`src/mpsc_pkg.sv`:
```
// package of constants and carrier types for the modem power state control block
// ==========================================
package mpsc_pkg;

	// ==========================================
	// register offsets
	localparam logic [11:0] ADDR_CTRL      = 12'h000;
	localparam logic [11:0] ADDR_STATE     = 12'h004;
	localparam logic [11:0] ADDR_IRQ_STAT  = 12'h008;
	localparam logic [11:0] ADDR_IRQ_MASK  = 12'h00C;
	localparam logic [11:0] ADDR_RING_CNT  = 12'h010;

	// ==========================================
	// field positions
	localparam int CTRL_LOWPWR_BIT = 0;
	localparam int CTRL_OFF_BIT    = 1;
	localparam int CTRL_AUXEN_BIT  = 2;
	localparam int CTRL_WAKEEN_BIT = 3;
	localparam int CTRL_ANSWER_BIT = 4;
	localparam int CTRL_HOOK_BIT   = 5;

	localparam int IRQ_RING_BIT    = 0;
	localparam int IRQ_CHANGE_BIT  = 1;
	localparam int IRQ_WAKE_BIT    = 2;
	localparam int IRQ_W           = 3;

	// ==========================================
	// reset values
	localparam logic [31:0]      CTRL_RST = 32'h0000_0006;
	localparam logic [IRQ_W-1:0] MASK_RST = 3'h0;

	// ==========================================
	// power state encoding equals state number
	typedef enum logic [1:0] {
		MPSC_D0 = 2'h0,
		MPSC_D1 = 2'h1,
		MPSC_D2 = 2'h2,
		MPSC_D3 = 2'h3
	} mpsc_pstate_t;

	// sequencer states, gray from ON through ISO to LOW; the ISO to OFF step flips both bits
	typedef enum logic [1:0] {
		SEQ_ON   = 2'h0,
		SEQ_ISO  = 2'h1,
		SEQ_LOW  = 2'h3,
		SEQ_OFF  = 2'h2
	} mpsc_seq_t;

	// ==========================================
	// timing: isolation settle before plane change
	localparam int    CLK_HZ     = 25_000_000;
	localparam int    ISO_SET_NS = 200;
	localparam int    ISO_CYC    = (ISO_SET_NS * (CLK_HZ / 1_000_000) + 999) / 1000;

	// ==========================================
	// carrier types
	typedef struct packed {
		logic controller_on;
		logic controller_low;
		logic context_kept;
		logic phone_on;
		logic phone_low;
		logic speaker_on;
		logic off_hook;
	} mpsc_func_t;

	typedef struct packed {
		logic main_power_plane;
		logic auxiliary_power_plane;
		logic main_iso_n;
		logic aux_iso_n;
	} mpsc_plane_t;

endpackage

```
`src/mpsc_ring_det.sv`:
```
// ring detect edge catcher with wake gating
`timescale 1ns/1ps
module mpsc_ring_det (
	input  wire logic pclk,
	input  wire logic presetn,
	input  wire logic ring_detect_line,
	input  wire logic wake_enable,
	output logic      ring_pulse,
	output logic      wake_request
);

	// ==========================================
	// state
	typedef struct packed {
		logic ring_d;
		logic pulse;
		logic wake;
	} mpsc_rd_st_t;

	mpsc_rd_st_t st_r;
	mpsc_rd_st_t st_nxt;

	always_comb begin
		st_nxt        = st_r;
		st_nxt.ring_d = ring_detect_line;
		st_nxt.pulse  = ring_detect_line & ~st_r.ring_d;
		// no plane gating: ring wake works in any power state
		st_nxt.wake   = ring_detect_line & wake_enable;
	end

	always_ff @(posedge pclk or negedge presetn) begin
		if (!presetn) begin
			st_r <= '0;
		end else begin
			st_r <= st_nxt;
		end
	end

	assign ring_pulse   = st_r.pulse;
	assign wake_request = st_r.wake;

endmodule

```
`src/mpsc_top.sv`:
```
// modem power state control with apb registers
`timescale 1ns/1ps
module mpsc_top #(
	parameter int ISO_CYCLES = mpsc_pkg::ISO_CYC
) (
	input  wire logic                   pclk,
	input  wire logic                   presetn,
	input  wire logic                   psel,
	input  wire logic                   penable,
	input  wire logic                   pwrite,
	input  wire logic [11:0]            paddr,
	input  wire logic [31:0]            pwdata,
	output logic      [31:0]            prdata,
	output logic                        pready,
	output logic                        pslverr,
	input  wire logic                   ring_detect_line,
	input  wire logic                   dial_request,
	output logic                        wake_request,
	output logic                        irq,
	output logic                        modem_low_power_request,
	output logic                        modem_off_request,
	output logic                        auxiliary_plane_enable,
	output mpsc_pkg::mpsc_plane_t       planes,
	output mpsc_pkg::mpsc_func_t        func,
	output mpsc_pkg::mpsc_pstate_t      power_state
);

	// ==========================================
	// state
	typedef struct packed {
		logic [5:0]                  ctrl;
		logic [mpsc_pkg::IRQ_W-1:0]  stat;
		logic [mpsc_pkg::IRQ_W-1:0]  mask;
		logic [15:0]                 ring_cnt;
		mpsc_pkg::mpsc_seq_t         seq;
		logic [7:0]                  tmr;
		mpsc_pkg::mpsc_pstate_t      pst;
		mpsc_pkg::mpsc_plane_t       pl;
		mpsc_pkg::mpsc_func_t        fn;
		logic [31:0]                 rdata;
	} mpsc_st_t;

	mpsc_st_t st_r;
	mpsc_st_t st_nxt;

	logic ring_pulse;
	logic wake_int;

	mpsc_ring_det u_ring (
		.pclk             (pclk),
		.presetn          (presetn),
		.ring_detect_line (ring_detect_line),
		.wake_enable      (st_r.ctrl[mpsc_pkg::CTRL_WAKEEN_BIT]),
		.ring_pulse       (ring_pulse),
		.wake_request     (wake_int)
	);

	// requested target from control bits; off wins over low
	function automatic mpsc_pkg::mpsc_seq_t target(input logic [5:0] c);
		if (c[mpsc_pkg::CTRL_OFF_BIT]) begin
			target = mpsc_pkg::SEQ_OFF;
		end else if (c[mpsc_pkg::CTRL_LOWPWR_BIT]) begin
			target = mpsc_pkg::SEQ_LOW;
		end else begin
			target = mpsc_pkg::SEQ_ON;
		end
	endfunction

	function automatic logic [7:0] iso_len();
		iso_len = 8'(ISO_CYCLES);
	endfunction

	localparam int IRQ_W_L = mpsc_pkg::IRQ_W;
	logic                 acc;
	logic                 wr;
	logic [IRQ_W_L-1:0]   ev;
	mpsc_pkg::mpsc_seq_t  tgt;

	assign acc = psel & penable;
	assign wr  = acc & pwrite;
	assign tgt = target(st_r.ctrl);

	always_comb begin
		st_nxt = st_r;
		ev     = '0;

		// ==========================================
		// register writes
		if (wr) begin
			if (paddr == mpsc_pkg::ADDR_CTRL) begin
				st_nxt.ctrl = pwdata[5:0];
			end else if (paddr == mpsc_pkg::ADDR_IRQ_MASK) begin
				st_nxt.mask = pwdata[IRQ_W_L-1:0];
			end
		end

		// ==========================================
		// power sequencer: isolate before removing planes; on return to ON release both isolations, aux even with its plane disabled
		case (st_r.seq)
			mpsc_pkg::SEQ_ON: begin
				if (tgt != mpsc_pkg::SEQ_ON) begin
					st_nxt.pl.aux_iso_n = 1'b0;
					if (tgt == mpsc_pkg::SEQ_OFF) begin
						st_nxt.pl.main_iso_n = 1'b0;
					end
					st_nxt.tmr = iso_len();
					st_nxt.seq = mpsc_pkg::SEQ_ISO;
				end
			end
			mpsc_pkg::SEQ_ISO: begin
				if (st_r.tmr != 8'h00) begin
					st_nxt.tmr = st_r.tmr - 8'h01;
				end else if (tgt == mpsc_pkg::SEQ_OFF) begin
					st_nxt.seq = mpsc_pkg::SEQ_OFF;
				end else if (tgt == mpsc_pkg::SEQ_LOW) begin
					st_nxt.seq = mpsc_pkg::SEQ_LOW;
				end else begin
					// powering up: main plane is on, aux plane only if enabled, now release isolation
					st_nxt.pl.aux_iso_n  = 1'b1;
					st_nxt.pl.main_iso_n = 1'b1;
					st_nxt.seq           = mpsc_pkg::SEQ_ON;
				end
			end
			mpsc_pkg::SEQ_LOW: begin
				if (tgt != mpsc_pkg::SEQ_LOW) begin
					if (tgt == mpsc_pkg::SEQ_OFF) begin
						st_nxt.pl.main_iso_n = 1'b0;
					end
					st_nxt.tmr = iso_len();
					st_nxt.seq = mpsc_pkg::SEQ_ISO;
				end
			end
			default: begin
				if (tgt != mpsc_pkg::SEQ_OFF) begin
					st_nxt.tmr = iso_len();
					st_nxt.seq = mpsc_pkg::SEQ_ISO;
				end
			end
		endcase

		// ==========================================
		// power state per sequencer state; ISO keeps the previous one
		case (st_nxt.seq)
			mpsc_pkg::SEQ_ON: begin
				st_nxt.pst = mpsc_pkg::MPSC_D0;
			end
			mpsc_pkg::SEQ_LOW: begin
				st_nxt.pst = mpsc_pkg::MPSC_D1;
			end
			mpsc_pkg::SEQ_OFF: begin
				st_nxt.pst = mpsc_pkg::MPSC_D3;
			end
			default: begin
				st_nxt.pst = st_r.pst;
			end
		endcase
		// planes stay up while isolation settles; clearing aux enable in ON, or a switch to off during ISO, removes a plane still de-isolated
		st_nxt.pl.main_power_plane      = (tgt != mpsc_pkg::SEQ_OFF) |
			(st_nxt.seq == mpsc_pkg::SEQ_ISO && st_nxt.tmr != 8'h00 && st_r.pst != mpsc_pkg::MPSC_D3);
		st_nxt.pl.auxiliary_power_plane = (st_r.ctrl[mpsc_pkg::CTRL_AUXEN_BIT] & (tgt == mpsc_pkg::SEQ_ON)) |
			(st_nxt.seq == mpsc_pkg::SEQ_ISO && st_nxt.tmr != 8'h00 && st_r.pst == mpsc_pkg::MPSC_D0 &&
			st_r.pl.auxiliary_power_plane);

		// ==========================================
		// functional enables per state
		st_nxt.fn = '0;
		case (st_nxt.pst)
			mpsc_pkg::MPSC_D0: begin
				st_nxt.fn.controller_on = 1'b1;
				st_nxt.fn.context_kept  = 1'b1;
				st_nxt.fn.phone_on      = 1'b1;
				st_nxt.fn.speaker_on    = 1'b1;
				st_nxt.fn.off_hook      = st_r.ctrl[mpsc_pkg::CTRL_HOOK_BIT];
			end
			mpsc_pkg::MPSC_D1: begin
				st_nxt.fn.controller_on  = 1'b1;
				st_nxt.fn.controller_low = 1'b1;
				st_nxt.fn.context_kept   = 1'b1;
				st_nxt.fn.phone_low      = 1'b1;
			end
			default: begin
				// controller off, context lost, phone on line power, on hook
				st_nxt.fn = '0;
			end
		endcase

		// ==========================================
		// events: ring, state change, wake
		ev[mpsc_pkg::IRQ_RING_BIT]   = ring_pulse;
		ev[mpsc_pkg::IRQ_CHANGE_BIT] = (st_nxt.pst != st_r.pst);
		ev[mpsc_pkg::IRQ_WAKE_BIT]   = ring_pulse & st_r.ctrl[mpsc_pkg::CTRL_WAKEEN_BIT];
		if (wr && paddr == mpsc_pkg::ADDR_IRQ_STAT) begin
			st_nxt.stat = st_r.stat & ~pwdata[IRQ_W_L-1:0];
		end
		st_nxt.stat = st_nxt.stat | ev;
		if (ring_pulse) begin
			st_nxt.ring_cnt = st_r.ring_cnt + 16'h0001;
		end

		// ==========================================
		// read data
		st_nxt.rdata = st_r.rdata;
		if (acc && !pwrite) begin
			if (paddr == mpsc_pkg::ADDR_CTRL) begin
				st_nxt.rdata = {26'h0, st_r.ctrl};
			end else if (paddr == mpsc_pkg::ADDR_STATE) begin
				st_nxt.rdata = {24'h0, st_r.seq, st_r.pl, st_r.pst};
			end else if (paddr == mpsc_pkg::ADDR_IRQ_STAT) begin
				st_nxt.rdata = {29'h0, st_r.stat};
			end else if (paddr == mpsc_pkg::ADDR_IRQ_MASK) begin
				st_nxt.rdata = {29'h0, st_r.mask};
			end else if (paddr == mpsc_pkg::ADDR_RING_CNT) begin
				st_nxt.rdata = {16'h0, st_r.ring_cnt};
			end else begin
				st_nxt.rdata = 32'h0000_0000;
			end
		end
	end

	always_ff @(posedge pclk or negedge presetn) begin
		if (!presetn) begin
			st_r          <= '0;
			st_r.ctrl     <= mpsc_pkg::CTRL_RST[5:0];
			st_r.mask     <= mpsc_pkg::MASK_RST;
			st_r.seq      <= mpsc_pkg::SEQ_OFF;
			st_r.pst      <= mpsc_pkg::MPSC_D3;
		end else begin
			st_r <= st_nxt;
		end
	end

	// ==========================================
	// apb answer: one wait state on reads, none on writes
	logic rd_wait_r;
	always_ff @(posedge pclk or negedge presetn) begin
		if (!presetn) begin
			rd_wait_r <= 1'b0;
		end else begin
			rd_wait_r <= psel & penable & ~pwrite & ~rd_wait_r;
		end
	end

	assign pready  = pwrite | rd_wait_r;
	assign pslverr = 1'b0;
	assign prdata  = st_r.rdata;

	assign irq                     = |(st_r.stat & st_r.mask);
	assign wake_request            = wake_int;
	assign modem_low_power_request = (st_r.pst == mpsc_pkg::MPSC_D1);
	assign modem_off_request       = (st_r.pst == mpsc_pkg::MPSC_D3);
	assign auxiliary_plane_enable  = st_r.pl.auxiliary_power_plane;
	assign planes                  = st_r.pl;
	assign func                    = st_r.fn;
	assign power_state             = st_r.pst;

	logic unused_dial;
	assign unused_dial = dial_request;

endmodule

```
`config.mk`:
```
export PLATFORM = sky130hd
export DESIGN_NAME = mpsc_top
export DESIGN_NICKNAME = d
export VERILOG_FILES = /design/src/mpsc_pkg.sv /design/src/mpsc_ring_det.sv /design/src/mpsc_top.sv
export SDC_FILE = /design/constraint.sdc
export NUM_CORES = 1
export LEC_CHECK = 0
export CAP_MARGIN = 20
export CORE_MARGIN = 1.5
export CORE_UTILIZATION = 25
export CTS_BUF_LIST = sky130_fd_sc_hd__clkbuf_4 sky130_fd_sc_hd__clkbuf_8 sky130_fd_sc_hd__clkbuf_16
export CTS_CLUSTER_DIAMETER = 60
export DETAILED_ROUTE_END_ITERATION = 10
export DONT_BUFFER_PORTS = 1
export PLACE_DENSITY = 0.48
export SKIP_LAST_GASP = 1
export SLEW_MARGIN = 20
export SYNTH_ARGS = -nofsm -noshare
export SYNTH_HDL_FRONTEND = slang
export SYNTH_SLANG_ARGS = --single-unit
```
`constraint.sdc`:
```
create_clock -name pclk -period 5.3 [get_ports pclk]
set_input_delay 0.53 -clock pclk [delete_from_list [all_inputs] [get_ports pclk]]
set_output_delay 0.53 -clock pclk [all_outputs]
set_load 0.03 [all_outputs]
```
# [Yosys cells after proc, flatten, opt, wreduce, memory -nomap -nowiden]
# Cells that the tools add are included.
[totals] word_cells=118 regBits=85 output_inout_bits=52
[op_classes] reduce_logical=24 addsub=2 mux=29 bitwise_logic=19 eq_ne=23
[ops] op="two-way mux 16 bit" n=5
[ops] op="two-way mux 10 bit" n=3
[ops] op="case mux 10 bit (3 select lines)" n=1
[ops] op="equality test 12 x 4 -> 1 bit, second input constant" n=2
[ops] op="two-way mux 2 bit" n=10
[ops] op="adder 16 x 1 -> 16 bit, second input constant" n=1
[ops] op="inequality test 2 bit, second input constant" n=8
[ops] op="nonzero test 8 bit" n=2
[ops] op="equality test 12 x 3 -> 1 bit, second input constant" n=1
[ops] op="equality test 12 x 5 -> 1 bit, second input constant" n=1
[ops] op="equality test 2 bit, second input constant" n=6
[ops] op="logical NOT 12 bit" n=1
[ops] op="logical NOT 2 bit" n=5
[ops] op="bitwise AND 1 bit" n=8
[ops] op="equality test 2 x 1 -> 1 bit, second input constant" n=4
[ops] op="two-way mux 8 bit" n=1
[ops] op="subtractor 8 x 1 -> 8 bit, second input constant" n=1
[ops] op="bitwise AND 3 bit" n=2
[ops] op="logical AND 1 bit" n=6
[ops] op="case mux 2 bit (3 select lines)" n=1
[ops] op="AND reduction 6 bit" n=1
[ops] op="two-way mux 1 bit" n=5
[ops] op="AND reduction 5 bit" n=1
[ops] op="inverter 1 bit" n=4
[ops] op="other kinds (14)" n=17

# [Depth between registers and ports, before layout]
# Gate-level depths: netlist (run 1).
[depth] ltp_word=12 depth_mapped=9 ltp_nobuf=8

# [Cells and area by module]
# From an unflattened synthesis (run 1), not the netlist that was laid out.
[unflattened] hier_cells=358 hier_area_um2=3532.1
[modules_own_cells] module="mpsc_top" cells_per_inst=353 n_inst=1 area_per_inst_um2=3437.0 seq_area_each_um2=1632.8
[modules_own_cells] module="mpsc_ring_det" cells_per_inst=5 n_inst=1 area_per_inst_um2=95.1 seq_area_each_um2=75.1

# [Worst setup path after synthesis (run 1)]
# OpenSTA, ideal clock, no wires.
[synth_timing] path_kind="register to register" from="reg st_r[45] (netlist bit)" to="reg st_r (netlist bit planes[3])" path_stages_with_launch=9 t_arrival_ns=2.209 setup_slack_ns=2.950 setup_time_ns=0.141 cell_sequence="dfrtp_1 inv_1 ha_1 or4b_4 o211a_1 a211o_1 a2111o_1 nor4_2 o31ai_1"
[synth_rtl] item="start: declaration" line="mpsc_top.sv:43" rtl="mpsc_st_t st_r;"
[synth_rtl] item="start signal: assignment" line="mpsc_top.sv:228" rtl="st_r <= st_nxt;"

==> results of run 1 <==
-- critical path, delay by kind of cell (launching register included) --
family,cells,cell delay (ns)
adder cells (fa/ha/maj),1,0.26
AO/OA/AOI/OAI,3,0.72
AND/OR/NAND/NOR,3,1.13
flip-flops,1,0.37
buffers and inverters,1,0.11
-- metal layers --
layer,GRT usage,vias up,part of all wire
met5,0,-,0
met4,0.04526,0,0.012
met3,0.05128,8,0.096
met2,0.1723,96,0.44
met1,0.1586,1239,0.45
li1,-,1163,-
-- registers in the layout, indices dropped and copies added (netlist names) --
signal / cells
st_r: 38
planes: 3
u_ring.st_r: 1
rd_wait_r: 1
prdata: 16
u_ring.ring_pulse: 1
u_ring.wake_request: 1
func: 4
power_state: 2
auxiliary_plane_enable: 1
-- synth_stat cells, types with 4 or more instances --
library cell                n  area, sq um
sky130_fd_sc_hd__nand4_1    5        31.28
sky130_fd_sc_hd__nor3_1     8        40.04
sky130_fd_sc_hd__nor2_1    23        86.33
sky130_fd_sc_hd__dfstp_2    5        131.4
sky130_fd_sc_hd__a21o_1     5        37.54
sky130_fd_sc_hd__nor2b_1    8        50.05
sky130_fd_sc_hd__buf_4     47        352.8
sky130_fd_sc_hd__nand2b_1   5        31.28
sky130_fd_sc_hd__and2_1     4        25.02
sky130_fd_sc_hd__mux2_2     5        56.30
sky130_fd_sc_hd__nand3_1   10        50.05
sky130_fd_sc_hd__mux2_1     5        56.30
sky130_fd_sc_hd__xor2_1     6        52.55
sky130_fd_sc_hd__clkbuf_1  13        48.80
sky130_fd_sc_hd__a31oi_1    5        31.28
sky130_fd_sc_hd__nand2_1   26        97.59
sky130_fd_sc_hd__a21oi_1   10        50.05
sky130_fd_sc_hd__dfrtp_1   63         1577
sky130_fd_sc_hd__inv_1     10        37.54
sky130_fd_sc_hd__a22o_1    14        122.6
sky130_fd_sc_hd__a22oi_1    7        52.55
sky130_fd_sc_hd__o21ai_0   11        55.05
sky130_fd_sc_hd__xnor2_1   11        96.34
-- kinds of logic after synthesis --
| kind of cell | after synthesis |
|---|---|
| simple gates | 107 |
| compound gates | 81 |
| buf+inv | 72 |
| flops | 68 |
| xor+xnor | 17 |
| mux | 13 |
| fa+ha+maj | 2 |
| other cells | 1 |
-- path summary, 6_finish.rpt --
| path | to | slack [ns] | depth (start not counted) |
|---|---|---|---|
| min in group pclk | u_ring.st_r[2] | 0.21 | 0 |
| worst min register to register | u_ring.ring_pulse | 0.39 | 1 |
| worst max register to register | planes[3] | 2.56 | 8 |
| max in group asynchronous | func[3] | 4.95 | 1 |
| worst min-delay path | st_r[79] | 0.03 | 0 |
| worst max-delay path | planes[3] | 2.56 | 8 |
-- power groups by stage --
stage / clock, mW / combinational, mW / sequential (mW)
global placement: 0 / 0.302 / 0.662
detailed placement: 0 / 0.305 / 0.665
CTS: 0.638 / 0.320 / 0.656
global route: 0.661 / 0.357 / 0.667
floorplan: 0 / 0.277 / 0.636
finish: 0.618 / 0.319 / 0.657
-- final cells by class --
| cell class | count | share of cell area |
|---|---|---|
| repair buffers | 1 | 0.007120 |
| well taps | 180 | 0.05825 |
| multi-input cells | 237 | 0.4032 |
| clock buffers | 9 | 0.05825 |
| clock inverters | 7 | 0.02071 |
| flip-flops and latches | 68 | 0.4417 |
| inverters | 11 | 0.01068 |
==> impl_metrics.toml, run 1 <==
[status]
outcome = "finished clean"

[cts]
cts_made_buffers = 9
numClockSinks = 68
ctsResizeCount = 0
clk_latency_ns = 0.34
cts.root.buffer_cell = "sky130_fd_sc_hd__clkbuf_16"
post-cts-setup-buffers = 0
cts.reportedPaths.clkPinSlew_ns = 0.06
cts_tree = "built"
hold_buffers = 1
cts_buffer_depth = 2
htree_levels = 3

[drt]
route.vias.total = 2506
route.detailed.vias_per_inst = 4.885
routed_wirelength_mm = 8.805
detail_route.drc_violations = 0
drtIter0Drc = 164
routedWlPerCell_um = 17.16
final_antenna_net_count = 0
drt_pre_antenna_iters = 4

[job]
drv_cap = 0

[sta]
fin_ws_ns = 2.556
worst_pin_slew_ns = 0.8268
post-route-min-period_ns = 2.744
maxSlewHeadroom = 0.4488
clock_skew_ns = 0.005174
grt_setup_unrepaired = "no"
hold_slack_ns = 0.03147
report.final.slew_viol_count = 0
setup_total_negative_slack_ns = 0
layout_worst_path_cycle_share = 0.5177
timing.final.hold_violations = 0
setup_viol = 0
fmaxAchievable_mhz = 364.4

[finish]
final_design_area_no_fill_sq_um = 3866
multi_input_logic_area_sq_um = 1559
layout.cells.non_filler = 513
flow.area_growth_from_synthesis_pct = 5.931
total_of_fill_cells_in_the_finished_design = 1455
mostFrequentLayoutCells = "63 x sky130_fd_sc_hd__dfrtp_1, 26 x sky130_fd_sc_hd__nand2_1, 23 x sky130_fd_sc_hd__nor2_1"
drive_above_1_share = 0.1171
regArea_sq_um = 1708
share_of_the_core_filled_with_cells_in_the_final_layout = 0.2753
layout.cells.most_common = "sky130_fd_sc_hd__dfrtp_1"
finish.net_count = 381
insertedDiodeCount = 0

[yosys]
post_synth_and_or_nand_nor_area_fraction = 0.1556
dominant_combinational_cell_family_by_area_after_synthesis = "compound AO/OA/AOI/OAI gates"
syn_inst = 361
seq_cells_post_synth = 68
synth.area.mux_share = 0.04251
synth_edf_count = 0
synth-adder-area-share = 0.006856
synth_area_sq_um = 3650
synth_cell_types = 61
synth_xor_xnor_area_share = 0.04080
synth_warnings = 0
postSynth.topFlopCell = "sky130_fd_sc_hd__dfrtp_1"
synth-compound-area-share = 0.1625
yosysSeqAreaShare = 0.4679
avgSynthCellArea_sq_um = 10.11
synth-async-reset-ratio = 1.000

[worst_hold_path]
class_of_the_worst_hold_path = "primary input to asynchronous set/reset pin"

[critical_path]
rr_startpoint = "st_r[45]"
startpoint_type = "register"
path_max_fanout = 7
crit_path_end_kind = "register"
cp_slowest_stage_delay_ns = 0.53
crit_path_start = "st_r[45]"
setup.worst_path.class = "register to register"
worst-endpoint-required_ns = 5.50
critical_path.cell_chain = "inv_1, ha_1, nor4b_2, and2_1, a21oi_1, a2111o_1, nor4_2, o31ai_1"
worstPathArrival_ns = 2.94
critical_path.slowest_cell = "sky130_fd_sc_hd__nor4b_2"

[pwr]
combinationalPowerShare = 0.200
power_switching_uw = 511.5
power_density_nw_per_um2 = 412.2
vdd_drop_max_mv = 0.1788
power.share.switching = 0.3210
seq_power_share = 0.412
leakage_power_summed_over_all_cells_nw = 1.704
power.share.clock = 0.388
power.internal_mw = 1.082
power_total_mw = 1.594

[place]
dpl-instance-area_sq_um = 3528
preCtsSetupSlack_ns = 2.230
gp_congestion = 0.7987
io_buffers = 0
dp.final_hpwl_mm = 6.278
placed_cells = 496

[global_route]
grt_pass1_wl_mm = 13.59
global_route_overflow = 0
grt_max_degree = 64
via_count_of_the_first_global_routing_pass = 2404
grt_util_all_layers = 0.1198
number_of_antenna_violations_at_the_first_check_in_global_routing = 0

[floorplanning]
floorplan.die.width_um = 123.8
fp.dieH_um = 123.8
row_count = 43
floorplan.initialDensity = 0.2599
top_level_ports = 103
floorplan.core_area_sq_um = 14040
design.die.area_sq_um = 15330
No activity file was read; power rests on OpenSTA's default activity.
==> inputs of run 2 (changes only) <==
--- a/config.mk
+++ b/config.mk
@@ -12,7 +12,7 @@
 export CTS_CLUSTER_DIAMETER = 60
 export DETAILED_ROUTE_END_ITERATION = 10
 export DONT_BUFFER_PORTS = 1
-export PLACE_DENSITY = 0.48
+export PLACE_DENSITY = 0.5
 export SKIP_LAST_GASP = 1
 export SLEW_MARGIN = 20
 export SYNTH_ARGS = -nofsm -noshare
==> constraint.sdc (replaced) <==
create_clock -name pclk -period 2.45 [get_ports pclk]
set_input_delay 0.245 -clock pclk [delete_from_list [all_inputs] [get_ports pclk]]
set_output_delay 0.245 -clock pclk [all_outputs]
set_load 0.03 [all_outputs]
==> run 2 against run 1 <==
Net effect: final cell count up 6.2%; routed wire length is 4.9% higher; clock power grew 120%; global-route usage rose by 0.64 points.
==> impl_metrics.toml, run 2 (same netlist as run 1, synthesis figures left out) <==
[drt]
route.detailed.vias_per_inst = 4.721
routed_wirelength_mm = 9.240
met2WireLength_mm = 3.987
route.vias.total = 2573
drtIter0Drc = 229
routedWlPerCell_um = 16.95
highest_routed_layer = "met4"
detail_route.drc_violations = 0
sum_of_routed_wire_segments_on_met1_mm = 4.263
final_antenna_net_count = 0
met3RoutedLength_um = 824
drt_pre_antenna_iters = 4

[critical_path]
crit_path_end_kind = "register"
path_delay_family = "compound AO/OA/AOI/OAI gates"
cp_slowest_stage_delay_ns = 0.47
setup.worst_path.class = "register to register"
cp_num_buf_inv = 1
critical_path.cell_chain = "inv_2, ha_2, or4b_4, o211a_1, a211o_1, a2111o_1, nor4_4, o31ai_1"
worstPathArrival_ns = 2.56
critical_path.slowest_cell = "sky130_fd_sc_hd__or4b_4"
startpoint_type = "register"
worst-endpoint-required_ns = 2.66
path_max_fanout = 2

[pwr]
power.share.clock = 0.362
combinationalPowerShare = 0.264
leakage_power_summed_over_all_cells_nw = 1.871
vdd_drop_max_mv = 0.2820
power.share.switching = 0.3244
power_total_mw = 3.716
power_density_nw_per_um2 = 897.1
power.internal_mw = 2.511
power_switching_mw = 1.205
seq_power_share = 0.374

[finish]
finish.net_count = 413
final_design_area_no_fill_sq_um = 4143
largest_register_ffs = 38
drive_above_1_share = 0.1945
layout.cells.non_filler = 545
share_of_the_core_filled_with_cells_in_the_final_layout = 0.2950
flow.area_growth_from_synthesis_pct = 13.51
mostFrequentLayoutCells = "63 x sky130_fd_sc_hd__dfrtp_1, 29 x sky130_fd_sc_hd__buf_4, 26 x sky130_fd_sc_hd__nand2_1"
layout.cells.most_common = "sky130_fd_sc_hd__dfrtp_1"
insertedDiodeCount = 0
regMostFlops = "st_r"

[place]
io_buffers = 0
placed_cells = 523
preCtsSetupSlack_ns = -0.008512
dp.final_hpwl_mm = 6.753
gp_congestion = 0.7864
dpl-instance-area_sq_um = 3731

[floorplanning]
floorplan.die.width_um = 123.8
design.die.area_sq_um = 15330
floorplan.core_area_sq_um = 14040
fp.dieH_um = 123.8
row_count = 43
floorplan.initialDensity = 0.2599
top_level_ports = 103

[sta]
report.final.slew_viol_count = 0
fin_ws_ns = 0.1033
maxSlewHeadroom = 0.3137
layout_worst_path_cycle_share = 0.9578
post-route-min-period_ns = 2.347
grt_setup_unrepaired = "no"
fmaxAchievable_mhz = 426.1
setup_total_negative_slack_ns = 0
hold_slack_ns = 0.04060
worst_pin_slew_ns = 1.022
setup_viol = 0
timing.final.hold_violations = 0
clock_skew_ns = 0.006771

[global_route]
grt_pass1_wl_mm = 14.35
global_route_overflow = 0
grt_util_all_layers = 0.1262
grt_max_degree = 69
via_count_of_the_first_global_routing_pass = 2501
number_of_antenna_violations_at_the_first_check_in_global_routing = 0

[cts]
cts_made_buffers = 9
numClockSinks = 68
cts.root.buffer_cell = "sky130_fd_sc_hd__clkbuf_16"
cts_buffer_depth = 2
clk_latency_ns = 0.33
htree_levels = 3
cts_tree = "built"
cts.reportedPaths.clkPinSlew_ns = 0.06

[job]
drv_cap = 0

[worst_hold_path]
class_of_the_worst_hold_path = "primary input to register"

[status]
outcome = "finished clean"
==> run 2: changes by cell type in the layout (fill, tap and decap cells not counted), sizes merged <==
cell / delta
dlygate4sd3: +3
buf: +29
==> run 2: what timing repair did <==
item / CTS / global route
hold endpoints to repair: 70 / 0
buffers inserted: 1 / 1
setup endpoints to repair: 1 / 5
resized for setup: 2 / 4
pin swaps: 4 / 5
hold buffers: 4 / 0
==> run 2: layout make-up <==
class	instances	area [sq um]
Fill cell	1442	9899
Sequential cell	68	1708
Multi-Input combinational cell	237	1585
Timing Repair Buffer	33	275.3
Clock buffer	9	225.2
Tap cell	180	225.2
Clock inverter	7	82.58
Inverter	11	41.29
==> run 2: worst register-to-register path, cell delays in order (launching register included) <==
cell	delay [ns]
sky130_fd_sc_hd__dfrtp_1	0.38
sky130_fd_sc_hd__inv_2	0.06
sky130_fd_sc_hd__ha_2	0.16
sky130_fd_sc_hd__or4b_4	0.47
sky130_fd_sc_hd__o211a_1	0.22
sky130_fd_sc_hd__a211o_1	0.25
sky130_fd_sc_hd__a2111o_1	0.40
sky130_fd_sc_hd__nor4_4	0.18
sky130_fd_sc_hd__o31ai_1	0.10
==> run 2: layer usage <==
| layer | track usage | vias up |
|---|---|---|
| met4 | 0.04670 | 0 |
| met1 | 0.1691 | 1253 |
| met3 | 0.05311 | 10 |
| met2 | 0.1802 | 83 |
| li1 | - | 1227 |
| met5 | 0 | - |
==> run 2: path summary, 6_finish.rpt <==
kind	startpoint	end	slack, ns	cells after the start
setup / recovery	st_r[45]	auxiliary_plane_enable	0.10	8
hold / removal	penable	rd_wait_r	0.04	2
setup reg to reg	st_r[45]	auxiliary_plane_enable	0.10	8
hold reg to reg	u_ring.st_r[2]	u_ring.ring_pulse	0.39	1
max in group asynchronous	presetn	power_state[0]	1.63	2
min in group asynchronous	presetn	st_r[72]	0.50	2
==> run 2: power groups by stage <==
| stage | combinational [mW] | clock (mW) | sequential, mW |
|---|---|---|---|
| global route | 1.07 | 1.43 | 1.41 |
| global placement | 0.868 | 0 | 1.39 |
| CTS | 0.924 | 1.38 | 1.38 |
| floorplan | 0.598 | 0 | 1.38 |
| finish | 0.981 | 1.35 | 1.39 |
| detailed placement | 0.869 | 0 | 1.40 |
